[src/inc/rtca_pkg.sv]
// Summary of operation
// - without chime, repeat count N gives N plus one events
// - every alarm event decrements a nonzero repeat count
// - zero wraps to FF only with chime
// - event at zero without chime clears enable
// - alarm control reset by power-on only
// - hours tens 29-28, units 27-24
// - minutes tens 22-20, units 19-16
// - seconds tens 14-12, units 11-8
// - unused time bits read zero
// - value writes need write enable set
// - years tens 31-28, units 27-24
// - month tens bit 20, units 19-16
// - day tens 13-12, units 11-8
// - weekday in 2-0, rest zero
package rtca_pkg;
    // byte offsets on the bus
    localparam logic [7:0] OFS_CLOCK_CONTROL = 8'h00;
    localparam logic [7:0] OFS_ALARM_CONTROL = 8'h04;
    localparam logic [7:0] OFS_TIME_VALUE    = 8'h08;
    localparam logic [7:0] OFS_DATE_VALUE    = 8'h0C;
    // clock_control bit positions
    localparam int CC_ON   = 15;
    localparam int CC_WREN = 3;
    localparam int CC_SYNC = 2;
    localparam int CC_HALF = 1;
    // alarm_control bit positions
    localparam int AC_EN    = 15;
    localparam int AC_CHIME = 14;
    localparam int AC_PIV   = 13;
    localparam int AC_SYNC  = 12;
    localparam int AC_MASK  = 8;
    localparam int AC_RPT   = 0;
    // repeat count end points
    localparam logic [7:0] RPT_ZERO = 8'h00;
    localparam logic [7:0] RPT_WRAP = 8'hFF;
    // time_value field positions
    localparam int T_HT = 28;
    localparam int T_HU = 24;
    localparam int T_MT = 20;
    localparam int T_MU = 16;
    localparam int T_ST = 12;
    localparam int T_SU = 8;
    // date_value field positions
    localparam int D_YT = 28;
    localparam int D_YU = 24;
    localparam int D_MT = 20;
    localparam int D_MU = 16;
    localparam int D_DT = 12;
    localparam int D_DU = 8;
    localparam int D_WD = 0;
    // timing: system clock and derived rtc tick
    localparam int SYS_CLK_HZ     = 20_000_000;
    localparam int RTC_CLK_HZ     = 32_768;
    localparam int RTC_DIV        = SYS_CLK_HZ / RTC_CLK_HZ;
    localparam int HALF_SEC_TICKS = RTC_CLK_HZ / 2;
    localparam int SYNC_TICKS     = 32;
    // time of day as packed bcd digits
    typedef struct packed {
        logic [1:0] hours_tens;
        logic [3:0] hours_units;
        logic [2:0] minutes_tens;
        logic [3:0] minutes_units;
        logic [2:0] seconds_tens;
        logic [3:0] seconds_units;
    } rtca_time_t;
    // calendar date as packed bcd digits
    typedef struct packed {
        logic [3:0] years_tens;
        logic [3:0] years_units;
        logic       months_tens;
        logic [3:0] months_units;
        logic [1:0] days_tens;
        logic [3:0] days_units;
        logic [2:0] weekday_value;
    } rtca_date_t;
endpackage

[src/verilog/rtca_cal_step.sv]
`timescale 1ns/1ns
// next calendar value one second on; pure logic
module rtca_cal_step (
    input  rtca_pkg::rtca_time_t cur_time_i,
    input  rtca_pkg::rtca_date_t cur_date_i,
    output rtca_pkg::rtca_time_t next_time_o,
    output rtca_pkg::rtca_date_t next_date_o
);
    import rtca_pkg::*;
    // two bcd digits to binary
    function automatic logic [6:0] bin(input logic [3:0] t,
                                       input logic [3:0] u);
        bin = 7'(t) * 7'd10 + 7'(u);
    endfunction
    logic [6:0] month_bin; // month as binary
    logic [6:0] day_bin;   // day as binary
    logic [6:0] last_day;  // length of this month
    logic       leap;      // year divisible by four
    // carry chain, seconds up to year
    always_comb begin
        next_time_o = cur_time_i;
        next_date_o = cur_date_i;
        month_bin = bin({3'h0, cur_date_i.months_tens},
                        cur_date_i.months_units);
        day_bin = bin({2'h0, cur_date_i.days_tens},
                      cur_date_i.days_units);
        // mod four from 2*tens + units
        leap = (cur_date_i.years_tens[0] == 1'b0) ?
               (cur_date_i.years_units inside {4'h0, 4'h4, 4'h8}) :
               (cur_date_i.years_units inside {4'h2, 4'h6});
        case (month_bin)
            7'd2:    last_day = leap ? 7'd29 : 7'd28;
            7'd4, 7'd6, 7'd9, 7'd11: last_day = 7'd30;
            default: last_day = 7'd31;
        endcase
        if (cur_time_i.seconds_units != 4'h9) begin
            next_time_o.seconds_units = cur_time_i.seconds_units + 4'h1;
        end else if (cur_time_i.seconds_tens != 3'h5) begin
            next_time_o.seconds_units = 4'h0;
            next_time_o.seconds_tens = cur_time_i.seconds_tens + 3'h1;
        end else begin
            next_time_o.seconds_units = 4'h0;
            next_time_o.seconds_tens = 3'h0;
            if (cur_time_i.minutes_units != 4'h9) begin
                next_time_o.minutes_units =
                    cur_time_i.minutes_units + 4'h1;
            end else if (cur_time_i.minutes_tens != 3'h5) begin
                next_time_o.minutes_units = 4'h0;
                next_time_o.minutes_tens = cur_time_i.minutes_tens + 3'h1;
            end else begin
                next_time_o.minutes_units = 4'h0;
                next_time_o.minutes_tens = 3'h0;
                if (cur_time_i.hours_tens == 2'h2 &&
                    cur_time_i.hours_units == 4'h3) begin
                    next_time_o.hours_tens = 2'h0;
                    next_time_o.hours_units = 4'h0;
                    // new day
                    next_date_o.weekday_value =
                        (cur_date_i.weekday_value == 3'h6) ? 3'h0 :
                        cur_date_i.weekday_value + 3'h1;
                    if (day_bin < last_day) begin
                        if (cur_date_i.days_units == 4'h9) begin
                            next_date_o.days_units = 4'h0;
                            next_date_o.days_tens =
                                cur_date_i.days_tens + 2'h1;
                        end else begin
                            next_date_o.days_units =
                                cur_date_i.days_units + 4'h1;
                        end
                    end else begin
                        next_date_o.days_tens = 2'h0;
                        next_date_o.days_units = 4'h1;
                        if (month_bin >= 7'd12) begin
                            next_date_o.months_tens = 1'b0;
                            next_date_o.months_units = 4'h1;
                            if (cur_date_i.years_units == 4'h9) begin
                                next_date_o.years_units = 4'h0;
                                next_date_o.years_tens =
                                    (cur_date_i.years_tens == 4'h9) ?
                                    4'h0 : cur_date_i.years_tens + 4'h1;
                            end else begin
                                next_date_o.years_units =
                                    cur_date_i.years_units + 4'h1;
                            end
                        end else if (cur_date_i.months_units == 4'h9) begin
                            next_date_o.months_units = 4'h0;
                            next_date_o.months_tens = 1'b1;
                        end else begin
                            next_date_o.months_units =
                                cur_date_i.months_units + 4'h1;
                        end
                    end
                end else if (cur_time_i.hours_units == 4'h9) begin
                    next_time_o.hours_units = 4'h0;
                    next_time_o.hours_tens = cur_time_i.hours_tens + 2'h1;
                end else begin
                    next_time_o.hours_units = cur_time_i.hours_units + 4'h1;
                end
            end
        end
    end
endmodule

[src/verilog/rtca_top.sv]
// The placing of the registers and the APB slave port were left to the implementer.
`timescale 1ns/1ns
// rtc value registers and alarm repeat counter behind apb
module rtca_top #(
    parameter int HALF_TICKS = rtca_pkg::HALF_SEC_TICKS
) (
    input  wire logic        clk_sys_i,
    input  wire logic        rst_i,
    input  wire logic        psel_i,
    input  wire logic        penable_i,
    input  wire logic        pwrite_i,
    input  wire logic [7:0]  paddr_i,
    input  wire logic [31:0] pwdata_i,
    output logic      [31:0] prdata_o,
    output logic             pready_o,
    output logic             pslverr_o,
    input  wire logic        alarm_match_i,
    output logic             alarm_event_o,
    output logic             alarm_pulse_o,
    output logic             seconds_tick_o
);
    import rtca_pkg::*;

    // counter widths
    localparam int DW = $clog2(RTC_DIV);
    localparam int PW = $clog2(HALF_TICKS);
    localparam logic [DW-1:0] DIV_LAST = DW'(RTC_DIV - 1);
    localparam logic [PW-1:0] PRE_LAST = PW'(HALF_TICKS - 1);
    localparam logic [PW-1:0] SYNC_FROM =
        PW'(HALF_TICKS - SYNC_TICKS);

    // bus decode
    logic        setup_ph;   // first cycle of a transfer
    logic        wr_acc;     // write taking effect now
    logic        hit_cc;     // clock_control selected
    logic        hit_ac;     // alarm_control selected
    logic        hit_tv;     // time_value selected
    logic        hit_dv;     // date_value selected
    logic        mapped;     // any register selected

    // clock_control state
    logic        clk_on;     // module running
    logic        value_write_enable; // unlocks value writes
    logic        half_sec;   // second half of a second

    // alarm_control state
    logic        alarm_enable;       // alarm armed
    logic        chime;              // repeat count may wrap
    logic        pulse_init;         // pulse start level
    logic [3:0]  alarm_mask;         // held for compare logic
    logic [7:0]  alarm_repeat_count; // events left minus one
    logic        alarm_sync_status;  // near half second edge

    // timebase
    logic [DW-1:0] div_cnt;  // system cycles per rtc tick
    logic [PW-1:0] pre_cnt;  // rtc ticks per half second
    logic          rtc_tick; // one cycle rtc clock enable
    logic          half_end; // last tick of a half second
    logic          sec_tick; // start of a new second

    // calendar values
    rtca_time_t  time_value;      // live time of day
    rtca_date_t  date_value;      // live date
    rtca_time_t  next_time_value; // one second later
    rtca_date_t  next_date_value; // one second later
    rtca_time_t  wr_time;         // bus data as time
    rtca_date_t  wr_date;         // bus data as date

    // alarm event
    logic        alarm_evt;  // qualified alarm match

    // readback
    logic [31:0] next_rdata; // word for the addressed reg

    // zero wait state slave, so pready is constant high
    assign pready_o = 1'b1;

    // setup phase captures the read word
    assign setup_ph = psel_i & ~penable_i;

    // writes land at the access edge only
    assign wr_acc = psel_i & penable_i & pwrite_i;

    // address decode on full byte address
    assign hit_cc = (paddr_i == OFS_CLOCK_CONTROL);
    assign hit_ac = (paddr_i == OFS_ALARM_CONTROL);
    assign hit_tv = (paddr_i == OFS_TIME_VALUE);
    assign hit_dv = (paddr_i == OFS_DATE_VALUE);
    assign mapped = hit_cc | hit_ac | hit_tv | hit_dv;

    // bus word unpacked into digit fields
    always_comb begin
        wr_time.hours_tens    = pwdata_i[T_HT +: 2];
        wr_time.hours_units   = pwdata_i[T_HU +: 4];
        wr_time.minutes_tens  = pwdata_i[T_MT +: 3];
        wr_time.minutes_units = pwdata_i[T_MU +: 4];
        wr_time.seconds_tens  = pwdata_i[T_ST +: 3];
        wr_time.seconds_units = pwdata_i[T_SU +: 4];
        wr_date.years_tens    = pwdata_i[D_YT +: 4];
        wr_date.years_units   = pwdata_i[D_YU +: 4];
        wr_date.months_tens   = pwdata_i[D_MT];
        wr_date.months_units  = pwdata_i[D_MU +: 4];
        wr_date.days_tens     = pwdata_i[D_DT +: 2];
        wr_date.days_units    = pwdata_i[D_DU +: 4];
        wr_date.weekday_value = pwdata_i[D_WD +: 3];
    end

    // rtc clock enable from the system clock
    always_ff @(posedge clk_sys_i) begin
        if (rst_i) begin
            div_cnt <= '0;
        end else if (!clk_on) begin
            // parked while off
            div_cnt <= '0;
        end else if (div_cnt == DIV_LAST) begin
            div_cnt <= '0;
        end else begin
            div_cnt <= div_cnt + DW'(1);
        end
    end

    assign rtc_tick = clk_on & (div_cnt == DIV_LAST);
    assign half_end = rtc_tick & (pre_cnt == PRE_LAST);
    assign sec_tick = half_end & half_sec;

    // a seconds write restarts the prescaler
    always_ff @(posedge clk_sys_i) begin
        if (rst_i) begin
            pre_cnt <= '0;
        end else if (wr_acc && hit_tv && value_write_enable) begin
            pre_cnt <= '0;
        end else if (half_end) begin
            pre_cnt <= '0;
        end else if (rtc_tick) begin
            pre_cnt <= pre_cnt + PW'(1);
        end
    end

    // half second status, cleared by a seconds write
    always_ff @(posedge clk_sys_i) begin
        if (rst_i) begin
            half_sec <= 1'b0;
        end else if (wr_acc && hit_tv && value_write_enable) begin
            half_sec <= 1'b0;
        end else if (half_end) begin
            half_sec <= ~half_sec;
        end
    end

    // within 32 rtc ticks of a half second rollover;
    // software must keep off the repeat field then
    // and finish a read inside 32 rtc ticks
    assign alarm_sync_status =
        clk_on & (pre_cnt >= SYNC_FROM);

    // clock_control: power-on reset only
    always_ff @(posedge clk_sys_i) begin
        if (rst_i) begin
            value_write_enable <= 1'b0;
        end else if (wr_acc && hit_cc) begin
            value_write_enable <= pwdata_i[CC_WREN];
        end
    end

    // the on bit shares the write lock
    always_ff @(posedge clk_sys_i) begin
        if (rst_i) begin
            clk_on <= 1'b0;
        end else if (wr_acc && hit_cc && value_write_enable) begin
            clk_on <= pwdata_i[CC_ON];
        end
    end

    // an alarm counts only while armed and running
    assign alarm_evt = alarm_match_i & alarm_enable & clk_on;

    // repeat count: hardware event beats a bus write
    always_ff @(posedge clk_sys_i) begin
        if (rst_i) begin
            alarm_repeat_count <= RPT_ZERO;
        end else if (alarm_evt) begin
            if (alarm_repeat_count != RPT_ZERO) begin
                // one event used up
                alarm_repeat_count <=
                    alarm_repeat_count - 8'h01;
            end else if (chime) begin
                // chime keeps the alarm going forever
                alarm_repeat_count <= RPT_WRAP;
            end
            // no chime: stays at zero
        end else if (wr_acc && hit_ac) begin
            alarm_repeat_count <= pwdata_i[AC_RPT +: 8];
        end
    end

    // alarm enable: auto clear after the last event
    always_ff @(posedge clk_sys_i) begin
        if (rst_i) begin
            alarm_enable <= 1'b0;
        end else if (alarm_evt && !chime &&
                     alarm_repeat_count == RPT_ZERO) begin
            alarm_enable <= 1'b0;
        end else if (wr_acc && hit_ac) begin
            alarm_enable <= pwdata_i[AC_EN];
        end
    end

    // chime and mask are plain settings
    always_ff @(posedge clk_sys_i) begin
        if (rst_i) begin
            chime      <= 1'b0;
            alarm_mask <= 4'h0;
        end else if (wr_acc && hit_ac) begin
            chime      <= pwdata_i[AC_CHIME];
            alarm_mask <= pwdata_i[AC_MASK +: 4];
        end
    end

    // pulse start level, locked while armed
    always_ff @(posedge clk_sys_i) begin
        if (rst_i) begin
            pulse_init <= 1'b0;
        end else if (wr_acc && hit_ac && !alarm_enable) begin
            pulse_init <= pwdata_i[AC_PIV];
        end
    end

    // alarm pulse toggles on each event
    always_ff @(posedge clk_sys_i) begin
        if (rst_i) begin
            alarm_pulse_o <= 1'b0;
        end else if (!alarm_enable) begin
            // follows the start level while disarmed
            alarm_pulse_o <= pulse_init;
        end else if (alarm_evt) begin
            alarm_pulse_o <= ~alarm_pulse_o;
        end
    end

    // registered event and seconds strobes
    always_ff @(posedge clk_sys_i) begin
        if (rst_i) begin
            alarm_event_o  <= 1'b0;
            seconds_tick_o <= 1'b0;
        end else begin
            alarm_event_o  <= alarm_evt;
            seconds_tick_o <= sec_tick;
        end
    end

    // one second step of the calendar
    rtca_cal_step u_step (
        .cur_time_i  (time_value),
        .cur_date_i  (date_value),
        .next_time_o (next_time_value),
        .next_date_o (next_date_value)
    );

    // time: no reset, software sets it after power-up;
    // a locked write is dropped, a write beats a tick
    always_ff @(posedge clk_sys_i) begin
        if (wr_acc && hit_tv && value_write_enable) begin
            time_value <= wr_time;
        end else if (sec_tick) begin
            time_value <= next_time_value;
        end
    end

    // date: same lock and same priority as time
    always_ff @(posedge clk_sys_i) begin
        if (wr_acc && hit_dv && value_write_enable) begin
            date_value <= wr_date;
        end else if (sec_tick) begin
            date_value <= next_date_value;
        end
    end

    // read word, unused bits stay zero
    always_comb begin
        next_rdata = 32'h0000_0000;
        case (1'b1)
            hit_cc: begin
                next_rdata[CC_ON]   = clk_on;
                next_rdata[CC_WREN] = value_write_enable;
                next_rdata[CC_SYNC] = alarm_sync_status;
                next_rdata[CC_HALF] = half_sec;
            end
            hit_ac: begin
                next_rdata[AC_EN]    = alarm_enable;
                next_rdata[AC_CHIME] = chime;
                // armed: pulse state, else start level
                next_rdata[AC_PIV]   = alarm_enable ?
                                       alarm_pulse_o : pulse_init;
                next_rdata[AC_SYNC]  = alarm_sync_status;
                next_rdata[AC_MASK +: 4] = alarm_mask;
                next_rdata[AC_RPT +: 8]  = alarm_repeat_count;
            end
            hit_tv: begin
                next_rdata[T_HT +: 2] = time_value.hours_tens;
                next_rdata[T_HU +: 4] = time_value.hours_units;
                next_rdata[T_MT +: 3] = time_value.minutes_tens;
                next_rdata[T_MU +: 4] = time_value.minutes_units;
                next_rdata[T_ST +: 3] = time_value.seconds_tens;
                next_rdata[T_SU +: 4] = time_value.seconds_units;
            end
            hit_dv: begin
                next_rdata[D_YT +: 4] = date_value.years_tens;
                next_rdata[D_YU +: 4] = date_value.years_units;
                next_rdata[D_MT]      = date_value.months_tens;
                next_rdata[D_MU +: 4] = date_value.months_units;
                next_rdata[D_DT +: 2] = date_value.days_tens;
                next_rdata[D_DU +: 4] = date_value.days_units;
                next_rdata[D_WD +: 3] = date_value.weekday_value;
            end
            default: begin
                // unmapped reads give zero
                next_rdata = 32'h0000_0000;
            end
        endcase
    end

    // read data and error latched in setup phase,
    // so they are steady through the access cycle
    always_ff @(posedge clk_sys_i) begin
        if (rst_i) begin
            prdata_o  <= 32'h0000_0000;
            pslverr_o <= 1'b0;
        end else if (setup_ph) begin
            prdata_o  <= pwrite_i ? 32'h0000_0000 : next_rdata;
            pslverr_o <= ~mapped;
        end
    end
endmodule

[config.mk]
export PLATFORM = sky130hd
export DESIGN_NAME = rtca_top
export DESIGN_NICKNAME = d
export VERILOG_FILES = /design/src/inc/rtca_pkg.sv /design/src/verilog/rtca_cal_step.sv /design/src/verilog/rtca_top.sv
export SDC_FILE = /design/constraint.sdc
export NUM_CORES = 1
export LEC_CHECK = 0
export ABC_AREA = 1
export BUFFER_PORTS_ARGS = -buffer_cell sky130_fd_sc_hd__buf_2
export CORE_MARGIN = 4
export CORE_UTILIZATION = 35
export DETAILED_ROUTE_END_ITERATION = 6
export PLACE_DENSITY_LB_ADDON = 0.08
export SYNTH_ARGS = -nofsm -noshare
export SYNTH_HDL_FRONTEND = slang
export SYNTH_HIERARCHICAL = 1
export SYNTH_SLANG_ARGS = --single-unit
[constraint.sdc]
create_clock -name clk_sys_i -period 5.3 [get_ports clk_sys_i]
set_clock_uncertainty 0.1 [all_clocks]
set_input_delay 0.265 -clock clk_sys_i [delete_from_list [all_inputs] [get_ports clk_sys_i]]
set_output_delay 0.265 -clock clk_sys_i [all_outputs]
set_load 0.03 [all_outputs]
==> summary.txt <==
Cell taking the most area after synthesis = dfxtp_1
GRT Residual Overflow = 0
Min-Delay Path Class = primary input to register
CTS root buf = clkbuf_16
Ant diodes = 0
Slowest cell on crit path = edfxtp_1
Post-route setup TNS = 0 ns
Dominant cell by count in the synthesized netlist = nand2_1
Post-synth top area share = 0.209
Total chip power = 2.10 mW
Crit path top cell by count = nand2_1
Worst slew margin = 0.293
Post-Route WL = 21.0 mm
Least-Margin Pin Slew = 1.06 ns
Cell area after synthesis = 7370 um^2
DIE WIDTH = 153 um
Vias in the first global route = 6557
Via count = 6775
Clk slew on worst S/H paths = 0.06 ns
#FFs+latches synth = 119
Post-Layout Inst Area = 8470 um^2
Initial antenna violation count = 0
Final worst path period need = 3.10 ns
Total track usage = 0.181
Pwr/cell area = 248 nW/um^2
Area growth, synth to finish = 15.0%
CP endpoint kind = register
Seq/Total Area, Yosys = 0.380
Max-Cap Viols = 0
Row cnt = 52
Setup violators final = 0
Crit path max fanout = 9
Post-Route Utilization = 0.413
Status = finished, final reports clean
Pre-Repair DR Iteration Count = 5
Initial Util = 0.360
Yosys warning count = 6
Leak Pwr = 3.75 nW
Post-CTS sizing = 0
First-pass GRT wire length = 34.2 mm
DR top layer = met4
DRC = 0
EDFF count, synth = 42
Bufs and invs on worst path = 4
Post-Syn Area per Cell = 7.06 um^2
GPL Wtd Cong = 0.855
Peak VDD IR = 0.211 mV
Fin crit share = 0.585
RSZ-0062 raised after global routing = false
Overall die height = 153 um
Fmax = 322 MHz
Initial DRC Count = 367
R2r setup slk = 2.20 ns
CTS tree = done
Skew-Pair Late Insertion Delay = 0.42 ns
Synth cell count leaders = nand2_1, inv_1, a21oi_1
Antenna viol nets, final = 0
Required time of the critical path = 5.35 ns
Worst path top cell family by delay = simple AND/OR/NAND/NOR gates
Final #Nets = 1176
Clock Path Buffers = 2
Fin. Hold Viols = 0
CP Launch Type = register
Dpl hpwl = 15.5 mm
CP cell instances = ha_1 -> ha_1 -> inv_1 -> nand3_1 -> nor4_1 -> ha_1 -> nand2_1 -> inv_1 -> nand2_1 -> nand2_1 -> nand2_1 -> nand2_1 -> nand2_4 -> inv_2 -> o21ai_0 -> inv_1 -> nand2_1 -> o21ai_1
Critical path type = register to register
Async SR Flop Fraction = 0
Main synth FF type = dfxtp_1
Vias per Instance = 4.85
CTS Hold Buffers Added = 0
# clock sinks = 119
Count of cell types in the netlist = 52
Share of layout cells above drive strength 1 = 0.159
Port Buffers = 79
H-Tree Depth = 4
Dpl cell area = 7930 um^2
Post-synth net total = 1107
IO Count = 83
Synth area leaders = dfxtp_1, edfxtp_1, nand2_1
Post-Synthesis Cells = 1044
Setup repair bufs after CTS = 0
Avg WL per Cell = 15.0 um
Routed met3 length = 941 um
Largest net degree at the start of global routing = 43
Fin. max-slew vios = 0
CP peak stage delay = 0.46 ns
Core region area = 20500 um^2
Die area = 23400 um^2
Met2 wire len = 9.58 mm
Total CTS buffers = 17
Met1 wire length = 10.0 mm
Crit path DAT = 3.15 ns
==> final timing paths <==
| path | startpoint | to | cells after the start |
|---|---|---|---|
| worst max-delay path | date_value[10] | date_value[9] | 18 |
| worst min-delay path | pwdata_i[3] | value_write_enable | 3 |
| worst max register to register | date_value[10] | date_value[9] | 18 |
| worst min register to register | alarm_pulse_o | alarm_pulse_o | 1 |
==> layout by cell type (no fill, tap or decap), types with 3 or more instances in the layout <==
master / synthesis / final
nand2_1: 286 / 286
inv_1: 126 / 126
a21oi_1: 86 / 86
nor2_1: 85 / 85
buf_2: 10 / 79
nand3_1: 77 / 77
dfxtp_1: 77 / 77
o21ai_0: 47 / 47
edfxtp_1: 42 / 42
o21ai_1: 27 / 27
nor3_1: 19 / 19
clkbuf_16: 0 / 18
ha_1: 16 / 16
xor2_1: 15 / 15
nand4_1: 13 / 13
inv_2: 12 / 12
nor2_4: 11 / 11
nand2_2: 10 / 10
nor2_2: 8 / 8
nand3_2: 5 / 5
clkinv_2: 0 / 5
xnor2_1: 4 / 4
or2_2: 4 / 4
o22ai_1: 4 / 4
clkinv_4: 0 / 4
mux2_4: 3 / 3
nand3b_1: 3 / 3
==> layout make-up <==
type,count,area (um^2)
inverters,139,522
fillers,2234,12000
clock inverters,14,97.6
flip-flops and latches,119,2800
clock buffers,18,450
repair buffers,81,410
multi-input cells,755,3850
well taps,270,338
==> flip-flops by register name (all words and copies together), names as in the netlist, 4 cells and up <==
name and count:
pre_cnt 14, date_value 22, alarm_repeat_count 8, div_cnt 10, prdata_o 31, time_value 20, alarm_mask 4
==> cell families after synthesis <==
logic type / share of synthesized area
other: 0.00102
buffers and inverters: 0.0969
muxes: 0.00611
and+or+nand+nor: 0.334
adders and majority gates: 0.0299
xor gates and xnor gates: 0.0226
AOI/OAI and AO/OA: 0.129
DFF: 0.380
==> routing by layer <==
layer,up-vias,GRT usage
met2,116,0.287
li1,3535,-
met3,27,0.0376
met5,-,0
met1,3097,0.243
met4,0,0.0666
==> metrics by stage <==
stage               setup slack (ns)  std cells  hold slack, ns
floorplan                       2.59       1044           0.318
global placement                1.80       1364           0.348
detailed placement              1.76       1364           0.347
CTS                             2.18       1396          0.0256
global route                    1.84       1396          0.0379
finish                          2.20       1396          0.0471
==> where the power goes <==
group	switching [mW]	leakage, nW	internal, mW
registers	0.000643	0.884	0.939
logic	0.0519	2.59	0.0216
clock network	0.460	0.276	0.626
==> worst register-to-register path, delay by kind of cell, from the launching register on <==
family                   cells  cell delay [ns]
AO/OA/AOI/OAI                2             0.24
adder cells (fa/ha/maj)      3             0.84
buffers and inverters        4             0.23
flip-flops                   1             0.46
AND/OR/NAND/NOR              9             0.95
Note: power is estimated with default switching activity, not from simulation.
